**config.mk**
```make
export PLATFORM = sky130hd
export DESIGN_NAME = swf_bank
export DESIGN_NICKNAME = d
export VERILOG_FILES = /design/src/swf_pkg.sv /design/src/swf_wake_if.sv /design/src/swf_wake_track.sv /design/src/swf_bank.sv
export SDC_FILE = /design/constraint.sdc
export NUM_CORES = 1
export LEC_CHECK = 0
export BUFFER_PORTS_ARGS = -buffer_cell sky130_fd_sc_hd__buf_2
export CAP_MARGIN = 20
export CORE_MARGIN = 4
export CORE_UTILIZATION = 45
export DETAILED_ROUTE_END_ITERATION = 8
export GPL_TIMING_DRIVEN = 0
export PLACE_DENSITY = 0.87
export SLEW_MARGIN = 20
export SYNTH_ARGS = -nofsm -noshare
export SYNTH_HDL_FRONTEND = slang
export SYNTH_SLANG_ARGS = --single-unit
```
**constraint.sdc**
```tcl
create_clock -name mclk_i -period 2 [get_ports mclk_i]
set_input_delay 0.4 -clock mclk_i [delete_from_list [all_inputs] [get_ports mclk_i]]
set_output_delay 0.4 -clock mclk_i [all_outputs]
set_load 0.03 [all_outputs]
```
**src/swf_pkg.sv**
```systemverilog
// Package with constants and types of the status and wake flag bank.
package swf_pkg;
    // Bit positions of the arithmetic flags register.
    localparam int ARITH_CARRY_BIT = 3;
    localparam int ARITH_ZERO_BIT = 2;
    // Bit positions of wake status register A.
    localparam int WSA_PORT_D_BIT = 3;
    localparam int WSA_SUMMARY_BIT = 2;
    localparam int WSA_PORT_C_BIT = 1;
    localparam int WSA_BACKUP_BIT = 0;
    // Bit positions of wake status register B.
    localparam int WSB_PREDIV_BIT = 3;
    localparam int WSB_STAGE15_BIT = 2;
    localparam int WSB_TIMER_ONE_BIT = 1;
    localparam int WSB_EXT_PIN_BIT = 0;
    // Bit positions of wake status register C.
    localparam int WSC_CONVERTER_BIT = 3;
    localparam int WSC_TIMER_TWO_BIT = 1;
    localparam int WSC_KEY_BIT = 0;
    // Bit positions of status register 4.
    localparam int ST4_WRAP_BIT = 2;
    localparam int ST4_WATCHDOG_BIT = 1;
    localparam int ST4_CLOCK_BIT = 0;
    // Operand of the set and reset flag instructions that targets the backup flag.
    localparam logic [7:0] BACKUP_FLAG_OPERAND = 8'h02;
    // Converter mode whose finish signal raises the converter wake request.
    localparam logic [1:0] CONVERTER_FINISH_MODE = 2'h3;
    // Index of each timed wake source in the six-bit request and enable vectors.
    localparam int SRC_TIMER_ONE = 0;
    localparam int SRC_EXT_PIN = 1;
    localparam int SRC_PREDIV = 2;
    localparam int SRC_TIMER_TWO = 3;
    localparam int SRC_KEY = 4;
    localparam int SRC_CONVERTER = 5;
    localparam int NUM_SRC = 6;
    // Reset values.
    localparam logic [3:0] NIBBLE_RESET = 4'h0;
    localparam logic [5:0] SRC_RESET = 6'h00;
    localparam logic CLOCK_SELECT_RESET = 1'b0;
    // Status register selector of a read transfer.
    typedef enum logic [2:0] {
        SWF_SEL_ONE = 3'b000,
        SWF_SEL_TWO = 3'b001,
        SWF_SEL_THREE = 3'b010,
        SWF_SEL_THREE_X = 3'b011,
        SWF_SEL_FOUR = 3'b100
    } swf_sel_e;
endpackage

```
**src/swf_wake_if.sv**
```systemverilog
// Interface carrying the timed wake sources between the bank and its source tracker.
`timescale 1ns/100ps
interface swf_wake_if;
    logic [5:0] raise;
    logic [5:0] clear_req;
    logic en_write;
    logic [5:0] en_value;
    logic [5:0] req;
    logic [5:0] en;
    logic [5:0] flag;
    modport bank (output raise, output clear_req, output en_write, output en_value,
                  input req, input en, input flag);
    modport track (input raise, input clear_req, input en_write, input en_value,
                   output req, output en, output flag);
endinterface

```
**src/swf_wake_track.sv**
```systemverilog
// Halt release requests, enables and start condition flags of the timed sources.
`timescale 1ns/100ps
module swf_wake_track
    import swf_pkg::*;
(
    input wire logic mclk_i,
    input wire logic rstn_i,
    swf_wake_if.track wk
);
    logic [5:0] req_q;
    logic [5:0] en_q;

    // Requests are sticky; a raise wins over a clear in the same cycle.
    always_ff @(posedge mclk_i) begin
        if (!rstn_i) begin
            req_q <= SRC_RESET;
        end else begin
            req_q <= (req_q & ~wk.clear_req) | wk.raise;
        end
    end

    // Halt enables are written whole by the halt enable write instruction.
    always_ff @(posedge mclk_i) begin
        if (!rstn_i) begin
            en_q <= SRC_RESET;
        end else if (wk.en_write) begin
            en_q <= wk.en_value;
        end
    end

    assign wk.req = req_q;
    assign wk.en = en_q;
    // A start condition flag stands while request and enable both stand.
    assign wk.flag = req_q & en_q;

    stat_flags_clear_c: cover property (@(posedge mclk_i) disable iff (!rstn_i)
        $fell(|wk.flag));
endmodule // swf_wake_track

```
**src/swf_bank.sv**
```systemverilog
// Status flag bank: arithmetic flags, wake flags, clock select and watchdog status.
`timescale 1ns/100ps

module swf_bank
    import swf_pkg::*;
(
    input wire logic mclk_i,
    input wire logic rstn_i,
    input wire logic [3:0] work_register_i,
    input wire logic alu_op_i,
    input wire logic alu_carry_i,
    input wire logic read_status_i,
    input wire logic [2:0] read_sel_i,
    input wire logic write_status_one_instr_i,
    input wire logic [3:0] ram_data_i,
    input wire logic port_wake_config_instr_i,
    input wire logic [1:0] port_wake_en_i,
    input wire logic port_c_change_i,
    input wire logic port_d_change_i,
    input wire logic halt_active_i,
    input wire logic halt_instr_i,
    input wire logic set_flag_instr_i,
    input wire logic reset_flag_instr_i,
    input wire logic [7:0] flag_operand_i,
    input wire logic clear_request_instr_i,
    input wire logic [5:0] clear_request_mask_i,
    input wire logic halt_enable_write_instr_i,
    input wire logic [5:0] halt_enable_value_i,
    input wire logic timer_one_underflow_i,
    input wire logic ext_pin_change_i,
    input wire logic prediv_overflow_i,
    input wire logic timer_two_underflow_i,
    input wire logic [3:0] key_input_lines_i,
    input wire logic led_mode_i,
    input wire logic converter_finish_i,
    input wire logic [1:0] converter_mode_i,
    input wire logic prediv_stage15_i,
    input wire logic watchdog_running_i,
    input wire logic converter_counter_wrap_i,
    input wire logic slow_clock_instr_i,
    input wire logic fast_clock_instr_i,
    output logic zero_flag_o,
    output logic [3:0] read_data_o,
    output logic read_valid_o,
    output logic halt_enter_o,
    output logic clock_select_flag_o
);
    swf_wake_if wk ();

    logic carry_flag_q;
    logic zero_flag_q;
    logic port_c_wake_flag_q;
    logic port_d_wake_flag_q;
    logic [1:0] port_wake_en_q;
    logic backup_mode_flag_q;
    logic clock_select_flag_q;
    logic watchdog_on_flag_q;
    logic converter_counter_wrap_flag_q;
    logic [3:0] read_data_q;
    logic read_valid_q;
    logic halt_enter_q;
    logic summary_wake_flag;
    logic any_start_flag;
    logic key_active;
    logic [3:0] arith_flags;
    logic [3:0] wake_status_a;
    logic [3:0] wake_status_b;
    logic [3:0] wake_status_c;
    logic [3:0] status_four;

    // Tests whether a flag instruction names the backup flag.
    function automatic logic is_backup_op(input logic [7:0] op);
        return op == BACKUP_FLAG_OPERAND;
    endfunction

    swf_wake_track u_track (
        .mclk_i(mclk_i),
        .rstn_i(rstn_i),
        .wk(wk.track)
    );

    // Key lines are active high in LED mode and active low in LCD mode.
    assign key_active = led_mode_i ? (|key_input_lines_i) : ~(&key_input_lines_i);

    // Raw requests of the six timed sources.
    always_comb begin
        wk.raise = SRC_RESET;
        wk.raise[SRC_TIMER_ONE] = timer_one_underflow_i;
        wk.raise[SRC_EXT_PIN] = ext_pin_change_i;
        wk.raise[SRC_PREDIV] = prediv_overflow_i;
        wk.raise[SRC_TIMER_TWO] = timer_two_underflow_i;
        wk.raise[SRC_KEY] = key_active;
        wk.raise[SRC_CONVERTER] = converter_finish_i &&
                                  (converter_mode_i == CONVERTER_FINISH_MODE);
    end
    assign wk.clear_req = clear_request_instr_i ? clear_request_mask_i : SRC_RESET;
    assign wk.en_write = halt_enable_write_instr_i;
    assign wk.en_value = halt_enable_value_i;

    // Summary flag of the five sources other than the key.
    assign summary_wake_flag = wk.flag[SRC_EXT_PIN] | wk.flag[SRC_TIMER_ONE] |
                               wk.flag[SRC_TIMER_TWO] | wk.flag[SRC_PREDIV] |
                               wk.flag[SRC_CONVERTER];
    assign any_start_flag = (|wk.flag) | port_c_wake_flag_q | port_d_wake_flag_q;

    // Register images assembled from the live flags.
    always_comb begin
        arith_flags = NIBBLE_RESET;
        arith_flags[ARITH_CARRY_BIT] = carry_flag_q;
        arith_flags[ARITH_ZERO_BIT] = zero_flag_q;
        wake_status_a = NIBBLE_RESET;
        wake_status_a[WSA_PORT_D_BIT] = port_d_wake_flag_q;
        wake_status_a[WSA_SUMMARY_BIT] = summary_wake_flag;
        wake_status_a[WSA_PORT_C_BIT] = port_c_wake_flag_q;
        wake_status_a[WSA_BACKUP_BIT] = backup_mode_flag_q;
        wake_status_b = NIBBLE_RESET;
        wake_status_b[WSB_PREDIV_BIT] = wk.flag[SRC_PREDIV];
        wake_status_b[WSB_STAGE15_BIT] = prediv_stage15_i;
        wake_status_b[WSB_TIMER_ONE_BIT] = wk.flag[SRC_TIMER_ONE];
        wake_status_b[WSB_EXT_PIN_BIT] = wk.flag[SRC_EXT_PIN];
        wake_status_c = NIBBLE_RESET;
        wake_status_c[WSC_CONVERTER_BIT] = wk.flag[SRC_CONVERTER];
        wake_status_c[WSC_TIMER_TWO_BIT] = wk.flag[SRC_TIMER_TWO];
        wake_status_c[WSC_KEY_BIT] = wk.flag[SRC_KEY];
        status_four = NIBBLE_RESET;
        status_four[ST4_WRAP_BIT] = converter_counter_wrap_flag_q;
        status_four[ST4_WATCHDOG_BIT] = watchdog_on_flag_q;
        status_four[ST4_CLOCK_BIT] = clock_select_flag_q;
    end

    // Zero flag tracks the work register one cycle later.
    always_ff @(posedge mclk_i) begin
        if (!rstn_i) begin
            zero_flag_q <= 1'b1;
        end else begin
            zero_flag_q <= (work_register_i == NIBBLE_RESET);
        end
    end

    // Carry is loaded by arithmetic, or from RAM bit 3 by the write transfer.
    always_ff @(posedge mclk_i) begin
        if (!rstn_i) begin
            carry_flag_q <= 1'b0;
        end else if (alu_op_i) begin
            carry_flag_q <= alu_carry_i;
        end else if (write_status_one_instr_i) begin
            carry_flag_q <= ram_data_i[ARITH_CARRY_BIT];
        end
    end

    // Port wake enables and flags; the config instruction clears both flags.
    always_ff @(posedge mclk_i) begin
        if (!rstn_i) begin
            port_wake_en_q <= 2'h0;
            port_c_wake_flag_q <= 1'b0;
            port_d_wake_flag_q <= 1'b0;
        end else begin
            if (port_wake_config_instr_i) begin
                port_wake_en_q <= port_wake_en_i;
            end
            // Set wins over the clear by the config instruction.
            port_c_wake_flag_q <= (port_c_wake_flag_q & ~port_wake_config_instr_i) |
                                  (port_c_change_i & port_wake_en_q[0] &
                                   halt_active_i);
            port_d_wake_flag_q <= (port_d_wake_flag_q & ~port_wake_config_instr_i) |
                                  (port_d_change_i & port_wake_en_q[1] &
                                   halt_active_i);
        end
    end

    // Backup flag driven by the flag instructions.
    always_ff @(posedge mclk_i) begin
        if (!rstn_i) begin
            backup_mode_flag_q <= 1'b0;
        end else if (set_flag_instr_i && is_backup_op(flag_operand_i)) begin
            backup_mode_flag_q <= 1'b1;
        end else if (reset_flag_instr_i && is_backup_op(flag_operand_i)) begin
            backup_mode_flag_q <= 1'b0;
        end
    end

    // Clock select flag follows the slow and fast instructions.
    always_ff @(posedge mclk_i) begin
        if (!rstn_i) begin
            clock_select_flag_q <= CLOCK_SELECT_RESET;
        end else if (fast_clock_instr_i) begin
            clock_select_flag_q <= 1'b1;
        end else if (slow_clock_instr_i) begin
            clock_select_flag_q <= 1'b0;
        end
    end

    // Sampled status of watchdog and converter counter.
    always_ff @(posedge mclk_i) begin
        if (!rstn_i) begin
            watchdog_on_flag_q <= 1'b0;
            converter_counter_wrap_flag_q <= 1'b0;
        end else begin
            watchdog_on_flag_q <= watchdog_running_i;
            converter_counter_wrap_flag_q <= converter_counter_wrap_i;
        end
    end

    // Read transfers return the selected register one cycle later.
    always_ff @(posedge mclk_i) begin
        if (!rstn_i) begin
            read_data_q <= NIBBLE_RESET;
            read_valid_q <= 1'b0;
        end else begin
            read_valid_q <= read_status_i;
            if (read_status_i) begin
                case (read_sel_i)
                    SWF_SEL_ONE: read_data_q <= arith_flags;
                    SWF_SEL_TWO: read_data_q <= wake_status_a;
                    SWF_SEL_THREE: read_data_q <= wake_status_b;
                    SWF_SEL_THREE_X: read_data_q <= wake_status_c;
                    SWF_SEL_FOUR: read_data_q <= status_four;
                    default: read_data_q <= NIBBLE_RESET;
                endcase
            end
        end
    end

    // The halt instruction halts only when no start condition flag stands.
    always_ff @(posedge mclk_i) begin
        if (!rstn_i) begin
            halt_enter_q <= 1'b0;
        end else begin
            halt_enter_q <= halt_instr_i & ~any_start_flag;
        end
    end

    assign zero_flag_o = zero_flag_q;
    assign read_data_o = read_data_q;
    assign read_valid_o = read_valid_q;
    assign halt_enter_o = halt_enter_q;
    assign clock_select_flag_o = clock_select_flag_q;

    // Checks next to the logic they guard.
    zero_track_a: assert property (@(posedge mclk_i) disable iff (!rstn_i)
        ##1 zero_flag_o == ($past(work_register_i) == 4'h0))
        else $error("zero flag does not follow work register");
    carry_load_a: assert property (@(posedge mclk_i) disable iff (!rstn_i)
        alu_op_i |=> carry_flag_q == $past(alu_carry_i))
        else $error("carry not captured");
    write_one_a: assert property (@(posedge mclk_i) disable iff (!rstn_i)
        (write_status_one_instr_i && !alu_op_i) |=> carry_flag_q == $past(ram_data_i[3]))
        else $error("write transfer carry wrong");
    summary_or_a: assert property (@(posedge mclk_i) disable iff (!rstn_i)
        summary_wake_flag == (wake_status_b[0] | wake_status_b[1] | wake_status_b[3] |
                              wake_status_c[1] | wake_status_c[3]))
        else $error("summary flag not OR of sources");
    halt_block_a: assert property (@(posedge mclk_i) disable iff (!rstn_i)
        (halt_instr_i && any_start_flag) |=> !halt_enter_o)
        else $error("halt entered with start flag set");
    backup_set_a: assert property (@(posedge mclk_i) disable iff (!rstn_i)
        (set_flag_instr_i && flag_operand_i == 8'h02) |=> backup_mode_flag_q)
        else $error("backup flag not set");
    port_c_clr_a: assert property (@(posedge mclk_i) disable iff (!rstn_i)
        (port_wake_config_instr_i && !(port_c_change_i && halt_active_i))
        |=> !port_c_wake_flag_q)
        else $error("port c flag not cleared");
    ext_pin_a: assert property (@(posedge mclk_i) disable iff (!rstn_i)
        (ext_pin_change_i && !halt_enable_write_instr_i && wk.en[SRC_EXT_PIN])
        |=> wk.flag[SRC_EXT_PIN] ##0 wake_status_b[0])
        else $error("external pin flag not set");
    clock_sel_a: assert property (@(posedge mclk_i) disable iff (!rstn_i)
        (slow_clock_instr_i && !fast_clock_instr_i) |=> !clock_select_flag_o)
        else $error("clock select not cleared");
    read_four_a: assert property (@(posedge mclk_i) disable iff (!rstn_i)
        (read_status_i && read_sel_i == 3'b100) |=> read_valid_o && !read_data_o[3])
        else $error("status four bit 3 not zero");

    halt_refused_c: cover property (@(posedge mclk_i) disable iff (!rstn_i)
        halt_instr_i && any_start_flag);
    halt_taken_c: cover property (@(posedge mclk_i) disable iff (!rstn_i)
        halt_instr_i ##1 halt_enter_o);
    summary_rise_c: cover property (@(posedge mclk_i) disable iff (!rstn_i)
        $rose(summary_wake_flag));
endmodule // swf_bank

```
After elaboration in Yosys (flattened, before gate mapping)
Cells that the tools add are included.
Widths: inputs -> output; s select.

storage, ports and cells
  input port bits = 65
  flip-flop bits (word level) = 28
  logic and storage cells = 62
  output and inout bits = 8

cells by class
  equal/unequal tests = 6
  reductions and logical operators = 11
  muxes and demuxes = 9
  bitwise logic cells = 22

operators with widths
  kind                count
  $pmux 4 s5          1
  $and 6x6->6         2
  $eq 8x2->1 const B  1
  $or 1x1->1          8
  $and 1x1->1         7
  $mux 1              7
  $eq 3x2->1 const B  2
  $mux 6              1
  $not 6->6           1
  $or 6x6->6          1
  $reduce_bool 2->1   3
  $reduce_or 6->1     1
  $logic_not 4->1     1
  $reduce_and 4->1    1
  $reduce_or 4->1     1
  $eq 3x1->1 const B  1
  $eq 3x3->1 const B  1
  $logic_and 1x1->1   3
  $logic_not 3->1     1
  $not 1->1           3
  $eq 2x2->1 const B  1

Depth between registers and ports, before layout
  depth in word-level cells = 6
  depth in mapped cells = 5
  depth with buffers taken out = 4

Hierarchy
From an unflattened synthesis, not the netlist that was laid out.

unflattened totals
  cells, all modules = 125
  area, all modules = 1,258.7 sq um

by module, submodules not included
  module          cells each  area an instance (sq um)  sequential area each (sq um)  instances
  swf_bank        81          784.5                     320.3                         1
  swf_wake_track  44          474.2                     240.2                         1

Least setup slack after synthesis
Ideal clock, no wire load.

  path type = in2reg
  start = in flag_operand_i[0]
  end = reg backup_mode_flag_q
  path slack = 0.835 ns
  cell stages on the path = 4
  library setup time = 0.118 ns
  arrival = 1.047 ns
  cell sequence = nor4b_1 -> nand3_1 -> a32oi_1 -> nor2b_1

on the way
  word-level cells in the longest chain between the ends = 3
  elaborated cells between the ends (all ways) = 5
  those cells by class = eq/ne (1); mux (1); reduce/logical (3)

ends and longest elaborated chain
  what                                                line                              source
  start: declaration                                  swf_bank.sv:24                    input wire logic [7:0] flag_operand_i,
  $eq 8x2->1 (*)                                      swf_bank.sv:73                    return op == BACKUP_FLAG_OPERAND;
  $logic_and 1x1->1, on equally long branches         swf_bank.sv:175, swf_bank.sv:177
  $mux 1 / $reduce_bool 2->1 (equally long branches)  -
  end signal: assignment                              swf_bank.sv:174                   backup_mode_flag_q <= 1'b0;
  end signal: assignment                              swf_bank.sv:176                   backup_mode_flag_q <= 1'b1;
  end signal: assignment                              swf_bank.sv:178                   backup_mode_flag_q <= 1'b0;
  end: declaration                                    swf_bank.sv:55                    logic backup_mode_flag_q;

Mark *: on every way between the ends. The rest lies on a longest branch, timed or not.
A chain may end at the register's enable or synchronous reset.

Worst setup path after layout
  start = reg clock_select_flag_q, in the netlist clock_select_flag_o
  end = out clock_select_flag_o

RTL lines
  what                      line             source
  start: declaration        swf_bank.sv:56   logic clock_select_flag_q;
  start signal: assignment  swf_bank.sv:185  clock_select_flag_q <= CLOCK_SELECT_RESET;
  start signal: assignment  swf_bank.sv:187  clock_select_flag_q <= 1'b1;
  start signal: assignment  swf_bank.sv:189  clock_select_flag_q <= 1'b0;
  end: declaration          swf_bank.sv:46   output logic clock_select_flag_o

No word-level cell between the ends.

==> results.sh <==
export IMPL_worst_slew_pin_transition_ns=0.3856
export IMPL_synthesis_area_sq_mm=0.001219
export IMPL_min_period_ns=1.337
export IMPL_finalNetCount=265
export IMPL_global_route_overflow_total=0
export IMPL_routed_via_count=1256
export IMPL_wire_length_of_the_first_global_routing_pass_microns=5264
export IMPL_cts_sinks=28
export IMPL_drive_above_1_share=0.3819
export IMPL_num_io_pins=73
export IMPL_detail_route_drc_violations=0
export IMPL_start_util=0.4831
export IMPL_crit_path_start_kind="register"
export IMPL_area_delta_synth_final_pct=33.16
export IMPL_path_cells="buf_2"
export IMPL_critPathMaxStageDelay_ns=0.39
export IMPL_place_ws_ns=0.6052
export IMPL_maximum_clock_frequency_mhz=747.8
export IMPL_cts_max_path_buffers=2
export IMPL_placed_wire_length_estimate_microns=2685
export IMPL_synth_net_count=194
export IMPL_hold_slack_ns=0.2190
export IMPL_setup_tns_ns=0
export IMPL_post_synth_inst_count=129
export IMPL_cts_hold_buffers=0
export IMPL_maximum_number_of_pins_on_one_net_before_global_route_repair=16
export IMPL_die_area_sq_mm=0.003605
export IMPL_share_comb_of_total_power=0.163
export IMPL_detail_route_wirelength_microns=3208
export IMPL_yosys_register_bits=28
export IMPL_cp_max_delay_cell="sky130_fd_sc_hd__dfxtp_1"
export IMPL_maximum_capacitance_violations=0
export IMPL_stdcell_area_sq_mm=0.001623
export IMPL_p_int_mw=0.7870
export IMPL_number_of_global_route_vias_before_repair=1285
export IMPL_distinct_cell_type_count_after_synthesis=31
export IMPL_cts_buffers=3
export IMPL_drt_first_iter_violations=45
export IMPL_post_cts_resized_instances=0
export IMPL_status="finished, final reports clean"
export IMPL_fp_dieH_microns=60.04
export IMPL_worst_slew_margin=0.7393
export IMPL_placement_io_buffers=66
export IMPL_detailed_router_iteration_count_before_antenna_repair=4
export IMPL_core_area_sq_mm=0.002522
export IMPL_global_route_usage_total=0.1927
export IMPL_synth_yosys_seq_area_share=0.4600
export IMPL_power_sequential_fraction=0.574
export IMPL_htree_num_levels=1
export IMPL_timing_critical_path_buf_inv=1
export IMPL_timing_clock_skew_ns=0.007296
export IMPL_fin_crit_sh=0.6687
export IMPL_tritoncts_clock_tree="yes"
export IMPL_vias_per_cell=5.485
export IMPL_power_ir_vdd_worst_mv=0.4986
export IMPL_post_layout_total_power_mw=1.052
export IMPL_root_buffer="sky130_fd_sc_hd__clkbuf_4"
export IMPL_yosys_warnings=0
export IMPL_chipWidth_microns=60.04
export IMPL_final_antenna_net_count=0
export IMPL_path_class="register to primary output"
export IMPL_clkPwrFrac=0.263
export IMPL_crit_arrival_ns=0.94
export IMPL_global_placement_routability_congestion=0.8015
export IMPL_grt_antenna_before_repair=0
export IMPL_wl_per_cell_microns=14.01
export IMPL_syn_area_per_cell_sq_um=9.447
export IMPL_diodes=0
export IMPL_hp_class="input port to register"
export IMPL_holdPathStages=2
export IMPL_crit_family="flip-flops"
export IMPL_reg2reg_depth=3
export IMPL_critical_path_endpoint_type="primary output"
export IMPL_setup_viol=0
export IMPL_worst_ep_required_time_ns=1.60
export IMPL_power_density_mw_per_mm2=648.0
export IMPL_final_setup_worst_slack_ns=0.6627
export IMPL_clkSlewWorstSetupHoldPaths_ns=0.15
export IMPL_total_leakage_power_nw=0.7469
export IMPL_p_sw_mw=0.2646
export IMPL_post_dp_cell_area_sq_mm=0.001587
export IMPL_final_max_slew_violation_count=0
export IMPL_worst_path_max_fanout=3
export IMPL_grt_setup_unrepaired="false"
export IMPL_final_hold_viol_count=0
export IMPL_power_switching_fraction=0.2516
export IMPL_cp_depth=1
export IMPL_clkLatencyLatePin_ns=0.33
export IMPL_rows=18
export IMPL_postCtsSetupBuffers=0
## placed cells by master (no fill, tap or decap), types with 2 or more instances in the layout
cell	instances
sky130_fd_sc_hd__buf_2	67
sky130_fd_sc_hd__dfxtp_1	28
sky130_fd_sc_hd__nor2b_1	17
sky130_fd_sc_hd__nand2_1	12
sky130_fd_sc_hd__mux2i_1	9
sky130_fd_sc_hd__nand3_1	8
sky130_fd_sc_hd__a32oi_1	7
sky130_fd_sc_hd__a21oi_1	6
sky130_fd_sc_hd__and2_1	4
sky130_fd_sc_hd__nor4_1	3
sky130_fd_sc_hd__o21a_1	3
sky130_fd_sc_hd__and2b_1	3
sky130_fd_sc_hd__o21ai_0	3
sky130_fd_sc_hd__clkbuf_4	3
sky130_fd_sc_hd__buf_4	2
sky130_fd_sc_hd__nand4_1	2
sky130_fd_sc_hd__nor2_1	2
sky130_fd_sc_hd__inv_1	2
sky130_fd_sc_hd__nand3b_1	2
sky130_fd_sc_hd__o221a_1	2
sky130_fd_sc_hd__o21ai_1	2
## area by class of cell
class,instances,area (sq um)
buffer,5,28.78
clock buffer,4,36.28
fill,244,899.6
inverter,2,7.507
multi-input combinational,94,621.8
sequential,28,560.5
tap,30,37.54
timing repair buffer,66,330.3
## final timing paths
check                            from                   to  slack, ns
setup / recovery  clock_select_flag_o  clock_select_flag_o       0.66
hold / removal     work_register_i[2]          zero_flag_o       0.22
setup reg to reg    u_track.wk.req[2]         halt_enter_o       0.84
hold reg to reg    port_c_wake_flag_q         halt_enter_o       0.47
## per-layer routing
metal  vias to the layer above  track usage  share of wire
met5                         -            0              0
met3                         7      0.04536          0.093
met1                       580       0.1982           0.35
met2                        58       0.3627           0.54
met4                         0      0.08544          0.017
li1                        611            -              -
## flip-flops by register name (all words and copies together), names as in the netlist, 2 cells and up
| signal | cells |
|---|---|
| u_track.wk.en | 6 |
| port_wake_en_q | 2 |
| u_track.wk.req | 6 |
| read_data_o | 4 |
## synth_stat cells
cell	n	area share
sky130_fd_sc_hd__dfxtp_1	28	0.46
sky130_fd_sc_hd__nor2b_1	17	0.087
sky130_fd_sc_hd__nand2_1	12	0.037
sky130_fd_sc_hd__mux2i_1	9	0.074
sky130_fd_sc_hd__nand3_1	8	0.033
sky130_fd_sc_hd__a32oi_1	7	0.050
sky130_fd_sc_hd__a21oi_1	6	0.025
sky130_fd_sc_hd__and2_1	4	0.021
sky130_fd_sc_hd__and2b_1	3	0.018
sky130_fd_sc_hd__nor4_1	3	0.015
sky130_fd_sc_hd__o21a_1	3	0.018
sky130_fd_sc_hd__o21ai_0	3	0.012
sky130_fd_sc_hd__buf_4	2	0.012
sky130_fd_sc_hd__inv_1	2	0.0062
sky130_fd_sc_hd__nand3b_1	2	0.012
sky130_fd_sc_hd__nand4_1	2	0.010
sky130_fd_sc_hd__nor2_1	2	0.0062
sky130_fd_sc_hd__o21ai_1	2	0.0082
sky130_fd_sc_hd__o221a_1	2	0.018
sky130_fd_sc_hd__a21bo_2	1	0.0082
sky130_fd_sc_hd__a21boi_0	1	0.0062
sky130_fd_sc_hd__a222oi_1	1	0.0082
sky130_fd_sc_hd__a311oi_1	1	0.0072
sky130_fd_sc_hd__a31oi_1	1	0.0051
sky130_fd_sc_hd__buf_2	1	0.0041
sky130_fd_sc_hd__clkbuf_1	1	0.0031
sky130_fd_sc_hd__clkbuf_2	1	0.0041
sky130_fd_sc_hd__mux2_2	1	0.0092
sky130_fd_sc_hd__nand2b_1	1	0.0051
sky130_fd_sc_hd__nor4b_1	1	0.0072
sky130_fd_sc_hd__o41ai_1	1	0.0072
## cell families (layout without fill, tap and decap cells)
family | after synthesis | in the layout | share of synthesized area
simple gates | 55 | 55 | 0.2526
mux | 10 | 10 | 0.08316
compound gates | 29 | 29 | 0.1745
flops | 28 | 28 | 0.4600
buf+inv | 7 | 77 | 0.02976
## power by group through the flow
stage	clock, mW	combinational, mW	sequential, mW
after floorplan	0	0.0737	0.623
after CTS	0.285	0.172	0.604
after detailed placement	0	0.171	0.615
after global routing	0.307	0.189	0.608
after global placement	0	0.162	0.614
final	0.277	0.171	0.604
## metrics by stage
step	util	cells
3_3_place_gp	0.6290	225
6_report	0.6434	229
3_5_place_dp	0.6290	225
5_1_grt	0.6434	229
2_1_floorplan	-	129
4_1_cts	0.6434	229
Power figures use the tool's default switching activity.
